===== config.mk =====
export PLATFORM = sky130hd
export DESIGN_NAME = tcp_timer_compare
export DESIGN_NICKNAME = d
export VERILOG_FILES = /design/src/core/tcp_pkg.sv /design/src/core/tcp_timer_compare.sv /design/src/core/tcp_edge_det.sv /design/src/core/tcp_tick_gen.sv
export VERILOG_INCLUDE_DIRS = /design/src /design/src/core
export SDC_FILE = /design/constraint.sdc
export NUM_CORES = 1
export LEC_CHECK = 0
export BUFFER_PORTS_ARGS = -buffer_cell sky130_fd_sc_hd__buf_2
export CORE_AREA = 2 2 151 153
export DETAILED_ROUTE_END_ITERATION = 10
export DIE_AREA = 0 0 153 155
export GPL_TIMING_DRIVEN = 0
export SLEW_MARGIN = 20
export SYNTH_ARGS = -nofsm -noshare
export SYNTH_HDL_FRONTEND = slang
export SYNTH_HIERARCHICAL = 1
export SYNTH_SLANG_ARGS = --single-unit
export TNS_END_PERCENT = 20

===== constraint.sdc =====
create_clock -name clk -period 2.6 [get_ports clk]
set_input_delay 0.52 -clock clk [delete_from_list [all_inputs] [get_ports clk]]
set_output_delay 0.52 -clock clk [all_outputs]
set_load 0.05 [all_outputs]

===== src/core/tcp_map.svh =====
// register offsets, field positions, reset values and divider counts
// of the compare/pulse/pwm timer; included by the timer, tick generator, assertion and bench files
`ifndef TCP_MAP_SVH
`define TCP_MAP_SVH

// ==========================================================
// apb byte offsets, one aligned word each
`define TCP_OFF_CTRL1 12'h000
`define TCP_OFF_CTRL2 12'h004
`define TCP_OFF_STATUS 12'h008
`define TCP_OFF_CMP1_HI 12'h00C
`define TCP_OFF_CMP1_LO 12'h010
`define TCP_OFF_CMP2_HI 12'h014
`define TCP_OFF_CMP2_LO 12'h018
`define TCP_OFF_CNT_HI 12'h01C
`define TCP_OFF_CNT_LO 12'h020
`define TCP_OFF_CAP1_HI 12'h024
`define TCP_OFF_CAP1_LO 12'h028
`define TCP_OFF_CAP2_HI 12'h02C
`define TCP_OFF_CAP2_LO 12'h030

// ==========================================================
// timer_control_one fields
`define TCP_C1_CAP_IRQ_EN 7
`define TCP_C1_CMP_IRQ_EN 6
`define TCP_C1_OVF_IRQ_EN 5
`define TCP_C1_FORCE2 4
`define TCP_C1_FORCE1 3
`define TCP_C1_LEVEL2 2
`define TCP_C1_EDGE1 1
`define TCP_C1_LEVEL1 0

// ==========================================================
// timer_control_two fields
`define TCP_C2_PIN1_EN 7
`define TCP_C2_PIN2_EN 6
`define TCP_C2_ONE_PULSE 5
`define TCP_C2_PWM 4
`define TCP_C2_CLK_HI 3
`define TCP_C2_CLK_LO 2
`define TCP_C2_EDGE2 1
`define TCP_C2_EXT_EDGE 0

// ==========================================================
// timer_status_reg fields
`define TCP_ST_CAP1 7
`define TCP_ST_CMP1 6
`define TCP_ST_OVF 5
`define TCP_ST_CAP2 4
`define TCP_ST_CMP2 3

// ==========================================================
// reset, reload and one-pulse capture values
`define TCP_CTRL_RST 8'h00
`define TCP_CNT_RELOAD 16'hFFFC
`define TCP_CAP_PULSE 16'hFFFD
`define TCP_CMP_RST 16'h8000

// ==========================================================
// divider terminal counts (divisor minus one)
`define TCP_DIV2_LAST 3'h1
`define TCP_DIV4_LAST 3'h3
`define TCP_DIV8_LAST 3'h7

`endif


===== src/core/tcp_pkg.sv =====
// types shared by the compare/pulse/pwm timer files
// assumes nothing of its surroundings
package tcp_pkg;

   // ==========================================================
   // timer clock source, encoded as the clock select field
   typedef enum logic [1:0] {
      TCP_CLK_DIV2,
      TCP_CLK_DIV4,
      TCP_CLK_DIV8,
      TCP_CLK_EXT
   } tcp_clk_sel_e;

   // ==========================================================
   // counter-sized word
   typedef logic [15:0] tcp_word_t;

endpackage : tcp_pkg


===== src/core/tcp_timer_compare.sv =====
// output side of a 16-bit free-running timer: two compare channels,
// forced levels, one-pulse and pwm modes, apb register slave
// assumes pins synchronous to clk and a single-cycle apb master
//
// Summary of operation
// - compare match sets compare flag, enabled pin takes match level.
// - compare pin latches are low during reset.
// - compare match interrupts only with compare irq enable and mask clear.
// - flag clears by status read while set, then low compare access.
// - high compare write inhibits compare until low byte written.
// - software writes high, reads status, writes low; low write re-arms.
// - disabled pin is general I/O; interrupt still possible.
// - flag and pin update while counter holds compare value.
// - force bit copies level to enabled pin, no flag, no interrupt.
// - force bits ignored in one-pulse and pwm modes.
// - one-pulse trigger reloads counter, drives level two, captures FFFDh.
// - one-pulse compare 1 match drives level one, ending pulse.
// - one-pulse never sets flag 1; flag 2 still works.
// - pwm and one-pulse both selected means pwm only.
// - one-pulse channel 2 flags elapsed time, makes no waveform.
// - pwm compare values double buffered, loaded at period end.
// - pwm match 1 drives level one, match 2 level two, pin 1.
// - pwm channel 2 match reloads counter with FFFCh.
// - pwm sets no compare flag, so no compare interrupt.
// - pwm channel 2 match sets capture flag 1, may interrupt.
// - pwm disconnects capture pin 1; capture pin 2 still captures.
// - pwm pulse width is compare difference; equal levels give constant.
// - internal timer clock is clk divided by 2, 4 or 8.
// - compare registers reset to 8000h, hardware never changes them.
// - counter resets and reloads only to FFFCh.
//
// Our own choices: the register offsets and the APB slave port.
`timescale 1ns/1ps
`default_nettype none
`include "tcp_map.svh"
module tcp_timer_compare
(
   // clock and reset
   input wire logic clk,
   input wire logic rst_b,
   // apb slave
   input wire logic psel,
   input wire logic penable,
   input wire logic pwrite,
   input wire logic [11:0] paddr,
   input wire logic [31:0] pwdata,
   output logic [31:0] prdata,
   output logic pready,
   output logic pslverr,
   // capture and clock pins
   input wire logic trigger_capture_pin_1,
   input wire logic trigger_capture_pin_2,
   input wire logic ext_clock_pin,
   // compare pins
   output logic compare_output_pin_1,
   output logic compare_output_pin_1_oe,
   output logic compare_output_pin_2,
   output logic compare_output_pin_2_oe,
   // interrupt
   input wire logic cpu_irq_mask,
   output logic timer_irq
);

   // ==========================================================
   // registers
   logic [7:0] ctrl1_reg;
   logic [7:0] ctrl2_reg;
   tcp_pkg::tcp_word_t cnt_reg;
   tcp_pkg::tcp_word_t cnt_next;
   tcp_pkg::tcp_word_t cmp1_reg;
   tcp_pkg::tcp_word_t cmp2_reg;
   tcp_pkg::tcp_word_t act1_reg;
   tcp_pkg::tcp_word_t act2_reg;
   tcp_pkg::tcp_word_t cap1_reg;
   tcp_pkg::tcp_word_t cap2_reg;
   logic [1:0] inh_reg;
   logic upd_reg;
   logic [4:0] flag_reg;
   logic [4:0] arm_reg;
   logic pin1_reg;
   logic pin2_reg;
   logic [31:0] rdata_reg;

   // ==========================================================
   // bus decode
   logic setup;
   logic access;
   logic wr;
   logic rd;
   logic hit;
   logic [31:0] rmux;
   logic sel_c1, sel_c2, sel_st;
   logic sel_m1h, sel_m1l, sel_m2h, sel_m2l;
   logic sel_nh, sel_nl, sel_p1h, sel_p1l, sel_p2h, sel_p2l;

   assign sel_c1 = (paddr == `TCP_OFF_CTRL1);
   assign sel_c2 = (paddr == `TCP_OFF_CTRL2);
   assign sel_st = (paddr == `TCP_OFF_STATUS);
   assign sel_m1h = (paddr == `TCP_OFF_CMP1_HI);
   assign sel_m1l = (paddr == `TCP_OFF_CMP1_LO);
   assign sel_m2h = (paddr == `TCP_OFF_CMP2_HI);
   assign sel_m2l = (paddr == `TCP_OFF_CMP2_LO);
   assign sel_nh = (paddr == `TCP_OFF_CNT_HI);
   assign sel_nl = (paddr == `TCP_OFF_CNT_LO);
   assign sel_p1h = (paddr == `TCP_OFF_CAP1_HI);
   assign sel_p1l = (paddr == `TCP_OFF_CAP1_LO);
   assign sel_p2h = (paddr == `TCP_OFF_CAP2_HI);
   assign sel_p2l = (paddr == `TCP_OFF_CAP2_LO);
   assign hit = sel_c1 | sel_c2 | sel_st | sel_m1h | sel_m1l | sel_m2h | sel_m2l
              | sel_nh | sel_nl | sel_p1h | sel_p1l | sel_p2h | sel_p2l;

   // read data is captured in the setup cycle, so the access phase never waits
   assign setup = psel & ~penable;
   assign access = psel & penable;
   assign wr = access & pwrite & hit;
   assign rd = access & ~pwrite & hit;
   assign pready = access;
   assign pslverr = access & ~hit;
   assign prdata = rdata_reg;

   // ==========================================================
   // status image
   logic [7:0] status_img;

   assign status_img = {flag_reg[2], flag_reg[0], flag_reg[4], flag_reg[3],
                        flag_reg[1], 3'h0};

   assign rmux = sel_c1 ? {24'h0, ctrl1_reg} :
                 sel_c2 ? {24'h0, ctrl2_reg} :
                 sel_st ? {24'h0, status_img} :
                 sel_m1h ? {24'h0, cmp1_reg[15:8]} :
                 sel_m1l ? {24'h0, cmp1_reg[7:0]} :
                 sel_m2h ? {24'h0, cmp2_reg[15:8]} :
                 sel_m2l ? {24'h0, cmp2_reg[7:0]} :
                 sel_nh ? {24'h0, cnt_reg[15:8]} :
                 sel_nl ? {24'h0, cnt_reg[7:0]} :
                 sel_p1h ? {24'h0, cap1_reg[15:8]} :
                 sel_p1l ? {24'h0, cap1_reg[7:0]} :
                 sel_p2h ? {24'h0, cap2_reg[15:8]} :
                 sel_p2l ? {24'h0, cap2_reg[7:0]} : 32'h0;

   always_ff @(posedge clk)
   begin
      if (!rst_b)
         rdata_reg <= 32'h0;
      else if (setup)
         rdata_reg <= rmux;
   end

   // ==========================================================
   // control fields and modes
   logic pwm_mode;
   logic opm_mode;
   logic lvl1, lvl2;
   logic pin1_en, pin2_en;

   assign pwm_mode = ctrl2_reg[`TCP_C2_PWM];
   assign opm_mode = ctrl2_reg[`TCP_C2_ONE_PULSE] & ~pwm_mode;
   assign lvl1 = ctrl1_reg[`TCP_C1_LEVEL1];
   assign lvl2 = ctrl1_reg[`TCP_C1_LEVEL2];
   assign pin1_en = ctrl2_reg[`TCP_C2_PIN1_EN];
   assign pin2_en = ctrl2_reg[`TCP_C2_PIN2_EN];

   always_ff @(posedge clk)
   begin
      if (!rst_b)
      begin
         ctrl1_reg <= `TCP_CTRL_RST;
         ctrl2_reg <= `TCP_CTRL_RST;
      end
      else
      begin
         if (wr & sel_c1)
            ctrl1_reg <= pwdata[7:0];
         if (wr & sel_c2)
            ctrl2_reg <= pwdata[7:0];
      end
   end

   // ==========================================================
   // pin edges and tick
   logic [2:0] edge_pin;
   logic [2:0] edge_rise;
   logic [2:0] edge_evt;
   logic tick;

   assign edge_pin = {ext_clock_pin, trigger_capture_pin_2, trigger_capture_pin_1};
   assign edge_rise = {ctrl2_reg[`TCP_C2_EXT_EDGE], ctrl2_reg[`TCP_C2_EDGE2],
                       ctrl1_reg[`TCP_C1_EDGE1]};

   genvar e;
   generate
      for (e = 0; e < 3; e++)
      begin : g_edge
         tcp_edge_det u_edge
         (
            .clk(clk),
            .rst_b(rst_b),
            .pin(edge_pin[e]),
            .rising_sel(edge_rise[e]),
            .evt(edge_evt[e])
         );
      end
   endgenerate

   tcp_tick_gen u_tick
   (
      .clk(clk),
      .rst_b(rst_b),
      .clk_sel(tcp_pkg::tcp_clk_sel_e'(ctrl2_reg[`TCP_C2_CLK_HI:`TCP_C2_CLK_LO])),
      .ext_evt(edge_evt[2]),
      .tick(tick)
   );

   // ==========================================================
   // compare matches
   tcp_pkg::tcp_word_t use1, use2;
   logic match1, match2;
   logic pulse_trig;
   logic reload;

   // pwm compares the buffered copies, other modes the live registers
   assign use1 = pwm_mode ? act1_reg : cmp1_reg;
   assign use2 = pwm_mode ? act2_reg : cmp2_reg;
   // upd_reg marks the first cycle of a new count, so each match fires once
   assign match1 = upd_reg & (cnt_reg == use1) & ~inh_reg[0];
   assign match2 = upd_reg & (cnt_reg == use2) & ~inh_reg[1];
   assign pulse_trig = opm_mode & edge_evt[0];
   assign reload = pulse_trig | (pwm_mode & match2);

   // ==========================================================
   // counter
   always_comb
   begin
      cnt_next = cnt_reg;
      if (reload)
         cnt_next = `TCP_CNT_RELOAD;
      else if (tick)
         cnt_next = cnt_reg + 16'h0001;
   end

   always_ff @(posedge clk)
   begin
      if (!rst_b)
      begin
         cnt_reg <= `TCP_CNT_RELOAD;
         upd_reg <= 1'b0;
      end
      else
      begin
         cnt_reg <= cnt_next;
         upd_reg <= tick | reload;
      end
   end

   // ==========================================================
   // compare registers, inhibit and pwm buffers
   always_ff @(posedge clk)
   begin
      if (!rst_b)
      begin
         cmp1_reg <= `TCP_CMP_RST;
         cmp2_reg <= `TCP_CMP_RST;
         act1_reg <= `TCP_CMP_RST;
         act2_reg <= `TCP_CMP_RST;
         inh_reg <= 2'h0;
      end
      else
      begin
         if (wr & sel_m1h)
            cmp1_reg[15:8] <= pwdata[7:0];
         if (wr & sel_m1l)
            cmp1_reg[7:0] <= pwdata[7:0];
         if (wr & sel_m2h)
            cmp2_reg[15:8] <= pwdata[7:0];
         if (wr & sel_m2l)
            cmp2_reg[7:0] <= pwdata[7:0];
         if (wr & sel_m1h)
            inh_reg[0] <= 1'b1;
         else if (wr & sel_m1l)
            inh_reg[0] <= 1'b0;
         if (wr & sel_m2h)
            inh_reg[1] <= 1'b1;
         else if (wr & sel_m2l)
            inh_reg[1] <= 1'b0;
         if (!pwm_mode || match2)
         begin
            act1_reg <= cmp1_reg;
            act2_reg <= cmp2_reg;
         end
      end
   end

   // ==========================================================
   // captures
   always_ff @(posedge clk)
   begin
      if (!rst_b)
      begin
         cap1_reg <= 16'h0000;
         cap2_reg <= 16'h0000;
      end
      else
      begin
         if (pulse_trig)
            cap1_reg <= `TCP_CAP_PULSE;
         else if (edge_evt[0] & ~pwm_mode)
            cap1_reg <= cnt_reg;
         if (edge_evt[1])
            cap2_reg <= cnt_reg;
      end
   end

   // ==========================================================
   // flags: 0 cmp1, 1 cmp2, 2 cap1, 3 cap2, 4 overflow
   logic [4:0] flag_set;
   logic [4:0] low_acc;

   assign flag_set[0] = match1 & ~opm_mode & ~pwm_mode;
   assign flag_set[1] = match2 & ~pwm_mode;
   assign flag_set[2] = (edge_evt[0] & ~pwm_mode) | (pwm_mode & match2);
   assign flag_set[3] = edge_evt[1];
   assign flag_set[4] = tick & ~reload & (cnt_reg == 16'hFFFF);
   assign low_acc = {sel_nl, sel_p2l, sel_p1l, sel_m2l, sel_m1l} & {5{access}};

   genvar f;
   generate
      for (f = 0; f < 5; f++)
      begin : g_flag
         logic clr;

         // set wins over the second clear step in the same cycle
         assign clr = low_acc[f] & arm_reg[f];
         always_ff @(posedge clk)
         begin
            if (!rst_b)
            begin
               flag_reg[f] <= 1'b0;
               arm_reg[f] <= 1'b0;
            end
            else
            begin
               flag_reg[f] <= flag_set[f] | (flag_reg[f] & ~clr);
               if (rd & sel_st)
                  arm_reg[f] <= flag_reg[f];
               else if (clr)
                  arm_reg[f] <= 1'b0;
            end
         end
      end
   endgenerate

   // ==========================================================
   // compare pins
   logic force_ok;

   assign force_ok = ~opm_mode & ~pwm_mode;

   always_ff @(posedge clk)
   begin
      if (!rst_b)
      begin
         pin1_reg <= 1'b0;
         pin2_reg <= 1'b0;
      end
      else
      begin
         if (pwm_mode)
         begin
            // equal levels keep the pin constant
            if (match1)
               pin1_reg <= lvl1;
            else if (match2)
               pin1_reg <= lvl2;
         end
         else if (opm_mode)
         begin
            if (pulse_trig)
               pin1_reg <= lvl2;
            else if (match1)
               pin1_reg <= lvl1;
         end
         else if (pin1_en & (match1 | ctrl1_reg[`TCP_C1_FORCE1]))
            pin1_reg <= lvl1;
         if (force_ok & pin2_en & (match2 | ctrl1_reg[`TCP_C1_FORCE2]))
            pin2_reg <= lvl2;
      end
   end

   // a disabled pin is released to general I/O
   assign compare_output_pin_1 = pin1_reg;
   assign compare_output_pin_1_oe = pin1_en;
   assign compare_output_pin_2 = pin2_reg;
   assign compare_output_pin_2_oe = pin2_en & force_ok;

   // ==========================================================
   // interrupt: flags are sticky, so a masked request stays pending
   logic irq_cmp, irq_cap, irq_ovf;

   assign irq_cmp = ctrl1_reg[`TCP_C1_CMP_IRQ_EN] & (flag_reg[0] | flag_reg[1]);
   assign irq_cap = ctrl1_reg[`TCP_C1_CAP_IRQ_EN] & (flag_reg[2] | flag_reg[3]);
   assign irq_ovf = ctrl1_reg[`TCP_C1_OVF_IRQ_EN] & flag_reg[4];
   assign timer_irq = ~cpu_irq_mask & (irq_cmp | irq_cap | irq_ovf);

endmodule : tcp_timer_compare
`default_nettype wire


===== src/core/tcp_edge_det.sv =====
// edge detector for one pin with a selectable active edge
// assumes the pin is already synchronous to clk
`timescale 1ns/1ps
`default_nettype none
module tcp_edge_det
(
   // clock and reset
   input wire logic clk,
   input wire logic rst_b,
   // pin and edge choice, 1 = rising
   input wire logic pin,
   input wire logic rising_sel,
   // one-cycle event
   output logic evt
);

   logic pin_reg;

   always_ff @(posedge clk)
   begin
      if (!rst_b)
         pin_reg <= 1'b0;
      else
         pin_reg <= pin;
   end

   assign evt = rising_sel ? (pin & ~pin_reg) : (~pin & pin_reg);

endmodule : tcp_edge_det
`default_nettype wire


===== src/core/tcp_tick_gen.sv =====
// timer tick: clk divided by 2, 4 or 8, or an external edge event
// assumes the external event is at most one cycle long
`timescale 1ns/1ps
`default_nettype none
`include "tcp_map.svh"
module tcp_tick_gen
(
   // clock and reset
   input wire logic clk,
   input wire logic rst_b,
   // source select and external event
   input wire tcp_pkg::tcp_clk_sel_e clk_sel,
   input wire logic ext_evt,
   // one-cycle count strobe
   output logic tick
);

   logic [2:0] div_reg;
   logic [2:0] div_next;
   logic [2:0] div_last;
   logic wrap;

   assign div_last = (clk_sel == tcp_pkg::TCP_CLK_DIV2) ? `TCP_DIV2_LAST :
                     (clk_sel == tcp_pkg::TCP_CLK_DIV4) ? `TCP_DIV4_LAST :
                     `TCP_DIV8_LAST;
   assign wrap = (div_reg >= div_last);
   assign div_next = wrap ? 3'h0 : div_reg + 3'h1;
   assign tick = (clk_sel == tcp_pkg::TCP_CLK_EXT) ? ext_evt : wrap;

   always_ff @(posedge clk)
   begin
      if (!rst_b)
         div_reg <= 3'h0;
      else
         div_reg <= div_next;
   end

endmodule : tcp_tick_gen
`default_nettype wire


== After elaboration in Yosys (flattened, before gate mapping) ==
Index checks and enable logic that the tools add are counted.
Storage, ports and cells
  register bits: 181
  bits in latches: 0
  memory bits (writable): 0
  memory bits (read-only): 0
  input port bits: 53
  output and inout port bits: 39
  memories: 0
Cells by class
  add/subtract/negate cells: 2
  multiply operators: 0
  div/mod/pow operators: 0
  order comparisons: 1
  equality and inequality tests: 19
  shift operators: 0
  multiplexer cells: 44
  bitwise logic cells: 99
  reductions and logical operators: 17
Operator list (count)
  2-to-1 mux 8 bit: 13
  2-to-1 mux 16 bit: 4
  equality test 12 x 6 -> 1 bit (second input constant): 5
  AND 1 bit: 51
  equality test 12 x 5 -> 1 bit (second input constant): 4
  equality test 16 bit: 2
  OR 1 bit: 26
  2-to-1 mux 1 bit: 25
  equality test 12 x 4 -> 1 bit (second input constant): 2
  NOT 1 bit: 21
  adder 16 x 1 -> 16 bit (second input constant): 1
  equality test 16 bit (second input constant): 1
  nonzero test 2 bit: 8
  equality test 12 x 3 -> 1 bit (second input constant): 1
  zero test 12 bit: 1
  2-to-1 mux 3 bit: 2
  OR reduction 2 bit: 3
  AND 5 bit: 1
  != test 4 x 2 -> 1 bit (second input constant): 1
  adder 3 x 1 -> 3 bit (second input constant): 1
  >= comparator 3 bit: 1
  != test 3 x 1 -> 1 bit (second input constant): 1
  AND reduction 3 bit: 1
  nonzero test 3 bit: 1
  5 further kinds: 5

== Depth between registers and ports, before layout ==
  depth after elaboration: 17
  depth in mapped cells: 11

== Hierarchy ==
The synthesis kept the hierarchy.
Modules (own cells, without submodules)
  tcp_timer_compare: instances 1, cells an instance 928, area an instance 8186.6 um^2, seq. area each 3022.9 um^2
  tcp_tick_gen: instances 1, cells an instance 17, area an instance 163.9 um^2, seq. area each 60.1 um^2
  tcp_edge_det: instances 3, cells an instance 5, area an instance 50.0 um^2, seq. area each 20.0 um^2

== Worst setup path after synthesis ==
No wires, ideal clock.
  kind: register to register
  start: reg ctrl2_reg[4]
  end: reg pin2_reg, in the netlist compare_output_pin_2
  setup time: 0.117 ns
  data arrival time: 2.622 ns
  data required time: 2.483 ns
  slack: -0.140 ns
  stages on the path, launching flop included: 8
  path buffers: 3
  period minus slack after synthesis: 2.740 ns
  path through: dfxtp_1 > buf_6 > buf_2 > clkbuf_1 > nor3b_1 > o21ai_0 > mux2i_1 > nor2b_1
On the way
  word-level cells in the longest chain between the ends: 6
  elaborated cells between the ends (all ways): 11
  classes of those cells: 1 x eq/ne; 1 x mux; 9 x bitwise
Ends and longest elaborated chain
  from (decl): line tcp_timer_compare.sv:67  | logic [7:0] ctrl2_reg;
  from (signal assigned): line tcp_timer_compare.sv:169  | ctrl2_reg <= `TCP_CTRL_RST;
  from (signal assigned): line tcp_timer_compare.sv:176  | ctrl2_reg <= pwdata[7:0];
  NOT 1 bit *: line tcp_timer_compare.sv:158, tcp_timer_compare.sv:357
  AND 1 bit: line tcp_timer_compare.sv:158  | assign opm_mode = ctrl2_reg[`TCP_C2_ONE_PULSE] & ~pwm_mode;
  NOT 1 bit: line tcp_timer_compare.sv:357  | assign force_ok = ~opm_mode & ~pwm_mode;
  AND 1 bit *: line tcp_timer_compare.sv:357
  AND 1 bit *
  net compare_output_pin_2_oe: line tcp_timer_compare.sv:58  | output logic compare_output_pin_2_oe,
  AND 1 bit *: line tcp_timer_compare.sv:385  | if (force_ok & pin2_en & (match2 | ctrl1_reg[`TCP_C1_FORCE2]))
  to (signal assigned): line tcp_timer_compare.sv:386  | pin2_reg <= lvl2;
  to (decl): line tcp_timer_compare.sv:81  | logic pin2_reg;
Mark *: on every way through the listed nets, which the timed path passes. The rest lies on a longest branch.
A chain may end at the register's enable or synchronous reset.

== Final worst setup path ==
  start: in paddr[2]
  end: reg rdata_reg[3], in the netlist prdata[3]
On the way
  word-level cells in the longest chain between the ends: 14
  elaborated cells between the ends (all ways): 26
  classes of those cells: 12 x eq/ne; 13 x mux; 1 x reduce/logical
Ends and longest elaborated chain
  from (decl): line tcp_timer_compare.sv:45  | input wire logic [11:0] paddr,
  equality test 12 x 6 -> 1 bit (no line)
  2-to-1 mux 8 bit: line tcp_timer_compare.sv:140  | sel_p2l ? {24'h0, cap2_reg[7:0]} : 32'h0;
  2-to-1 mux 8 bit: line tcp_timer_compare.sv:139  | sel_p2h ? {24'h0, cap2_reg[15:8]} :
  2-to-1 mux 8 bit: line tcp_timer_compare.sv:138  | sel_p1l ? {24'h0, cap1_reg[7:0]} :
  2-to-1 mux 8 bit: line tcp_timer_compare.sv:137  | sel_p1h ? {24'h0, cap1_reg[15:8]} :
  2-to-1 mux 8 bit: line tcp_timer_compare.sv:136  | sel_nl ? {24'h0, cnt_reg[7:0]} :
  2-to-1 mux 8 bit: line tcp_timer_compare.sv:135  | sel_nh ? {24'h0, cnt_reg[15:8]} :
  2-to-1 mux 8 bit: line tcp_timer_compare.sv:134  | sel_m2l ? {24'h0, cmp2_reg[7:0]} :
  2-to-1 mux 8 bit: line tcp_timer_compare.sv:133  | sel_m2h ? {24'h0, cmp2_reg[15:8]} :
  2-to-1 mux 8 bit: line tcp_timer_compare.sv:132  | sel_m1l ? {24'h0, cmp1_reg[7:0]} :
  2-to-1 mux 8 bit: line tcp_timer_compare.sv:131  | sel_m1h ? {24'h0, cmp1_reg[15:8]} :
  2-to-1 mux 8 bit: line tcp_timer_compare.sv:130  | sel_st ? {24'h0, status_img} :
  2-to-1 mux 8 bit: line tcp_timer_compare.sv:129  | sel_c2 ? {24'h0, ctrl2_reg} :
  2-to-1 mux 8 bit *: line tcp_timer_compare.sv:128  | assign rmux = sel_c1 ? {24'h0, ctrl1_reg} :
  to (signal assigned): line tcp_timer_compare.sv:147  | rdata_reg <= rmux;
  to (decl): line tcp_timer_compare.sv:82  | logic [31:0] rdata_reg;
Mark *: on every way between the ends. The rest lies on a longest branch, timed or not.

==> metrics.cfg <==
[power_and_ir_drop]
vdd_drop_max_v=0.000433
p_leak_nw=3.87
clkPwrFrac=0.424
intPower_mw=4.08
switchingPower_mw=1.83
power_mw=5.91
powerDensity_mw_per_mm2=595
p_sw_frac=0.310
p_comb_frac=0.140
pwr-share-seq=0.436

[status]
violations=negative setup slack
status=complete, but fails checks

[sta]
holdWs_ns=0.315
hold_violations=0
report.final.setup_viol=1
min_period_ns=2.68
clock.fmax_mhz=374
timing.final.ws_setup_ns=-0.0757
maxSlewViolCount=0
max_slew_margin=0.452
post-route-period-util=1.03
finClkSkew_ns=0.0120
worst_pin_slew_ns=0.821

[grt]
antenna_found_initial=1
overflow=0
track_usage=0.246
grt_pass1_vias=6931
grt_first_pass_wirelength_um=43900
grt_max_degree=19

[setup_path]
path_max_fanout=10
cpPeakStageDelay_ns=0.63
crit_arrival_ns=3.01
crit_type=in2reg
worstSetupEndpointType=register
critPathSlowestCell=a2111oi_0
required_ns=2.93
cp-start-kind=primary input
crit_path_cell_trace=buf_2, clkbuf_1, buf_2, mux2i_1, a21oi_1, a2111oi_0, nor2_1, a32o_1
crit_top_cell=buf_2

[run]
maxCapViolations=0

[clock_tree]
numCtsBuffers=17
clock-root-buffer=clkbuf_16
clock_latency_ns=0.44
cts_sinks=157
h-tree-depth=4
clk_pin_slew_ns=0.08
clockBufferDepth=2
cts_tree=done

[yosys]
synth_top_cell_by_area=dfxtp_1
syn-instance-count=960
netlist_area_sq_mm=0.00850
synth.area.top_cells=dfxtp_1 37%, mux2i_1 15%, nor2b_1 6.0%
yosysWarnings=6
synth_edf_count=0
ys.flop_type=dfxtp_1
ys_ff_latch=157
async_reset_ff_frac=0
yosysSeqAreaShare=0.370
synthDistinctLibCells=69
synth_top_area_share=0.370
syn_avg_cell_area_sq_um=8.85

[hold_path]
hold_class=in2reg

[placed_design]
io_buffers=43
place_area_sq_mm=0.00916
gp_congestion=0.975
post-dp-hpwl_um=21100

[routing]
drcViolationCount=0
vias=7473
drt_iter0_drc=641
routedWlPerCell_um=21.7
ant_nets=0
routed_wl_um=29200
avgViaCountPerCell=5.56
first_pass_iters=5

[final_layout]
drive_gt1_frac=0.161
fillers=2228
areaGrowthSynthToFinish_pct=16.9
final_common_cell=dfxtp_1
final_util=0.447
final_area_sq_mm=0.00994
nets=1103
final_cell_mix=155 x dfxtp_1, 122 x mux2i_1, 101 x nand2_1, 82 x nor2b_1, 51 x nor2_1
diodes=0

[die]
die_w_um=153
core_sq_mm=0.0222
io_pins=92
rows=55
dieArea_sq_mm=0.0237
start_util=0.382
die-height_um=155

## Yosys cell counts (5+ instances only)
cell and n:
buf_2 6, nand4_1 11, a21oi_1 35, a31oi_1 5, mux2_2 5, nand3_1 8
or3_1 6, o22ai_1 5, nand2_1 102, mux2i_1 125, and3_1 8, nor3_1 9
xnor2_1 20, inv_1 11, o211ai_1 9, a21boi_0 28, buf_1 6, nand2b_1 10
dfxtp_1 157, nor4_1 8, o211a_1 15, buf_4 24, o21a_1 5, nor2_1 54
and2_1 5, o21ai_0 45, clkbuf_1 53, o2111ai_1 5, xor2_1 25, nor2b_1 82
## critical path: cells and delay by family
| kind | cells | cell delay (ns) |
|---|---|---|
| AND/OR/NAND/NOR | 1 | 0.12 |
| multiplexers | 1 | 0.29 |
| AO/OA/AOI/OAI | 3 | 1.00 |
| buffers and inverters | 3 | 1.07 |
## worst paths after layout
kind,slack (ns),end,cells past startpoint,startpoint
max,-0.08,prdata[3],8,paddr[2]
min,0.32,g_edge[2].u_edge/pin_reg,2,ext_clock_pin
max reg2reg,0.11,act1_reg[15],12,ctrl2_reg[4]
min reg2reg,0.47,prdata[5],2,prdata[5]
## cell type report
type                       instances  area [sq um]  area share
clock buffer                      17           425      0.0428
multi-input combinational        719          4990       0.502
inverter                          12          45.0     0.00453
clock inverter                    15           161      0.0162
tap                              285           357      0.0359
timing repair buffer              54           302      0.0303
sequential                       157          3150       0.317
buffer                            85           512      0.0515
## power groups by stage
stage | clock network, mW | registers [mW] | logic, mW
6_report | 2.51 | 2.57 | 0.828
5_1_grt | 2.65 | 2.58 | 0.877
4_1_cts | 2.54 | 2.57 | 0.808
3_5_place_dp | 0 | 2.58 | 0.803
3_3_place_gp | 0 | 2.58 | 0.799
2_1_floorplan | 0 | 2.58 | 0.548
## routing by layer
layer	global-route usage	up-vias	part of all wire
met2	0.387	325	0.44
li1	-	3487	-
met5	0	-	0
met1	0.327	3568	0.44
met3	0.0409	93	0.065
met4	0.127	0	0.050
## per-stage QoR
step | setup WS, ns | instances | setup TNS (ns)
6_report | -0.0757 | 1344 | -0.0757
5_1_grt | -0.00990 | 1344 | -0.00990
4_1_cts | -0.0132 | 1339 | -0.0132
3_5_place_dp | -0.745 | 1311 | -33.04
3_3_place_gp | -0.757 | 1311 | -33.43
2_1_floorplan | 0.248 | 983 | 0
## kinds of logic (layout without fill, tap and decap cells)
logic type	after synthesis	in the layout	synth area share
other	1	24	0.000441
XOR/XNOR	45	45	0.0464
AO/OA/AOI/OAI	185	185	0.149
AND/OR/NAND/NOR	330	330	0.207
multiplexers	131	131	0.156
buffers and inverters	107	183	0.0649
flip-flops	157	157	0.370
adder cells (fa/ha/maj)	4	4	0.00589
## repair_timing
action,4_1_cts,5_1_grt
buffers inserted,4,7
pin swaps,4,7
hold buffers,0,0
endpoints found under the setup margin,67,73
resized for setup,12,31
Power figures use the tool's default switching activity.
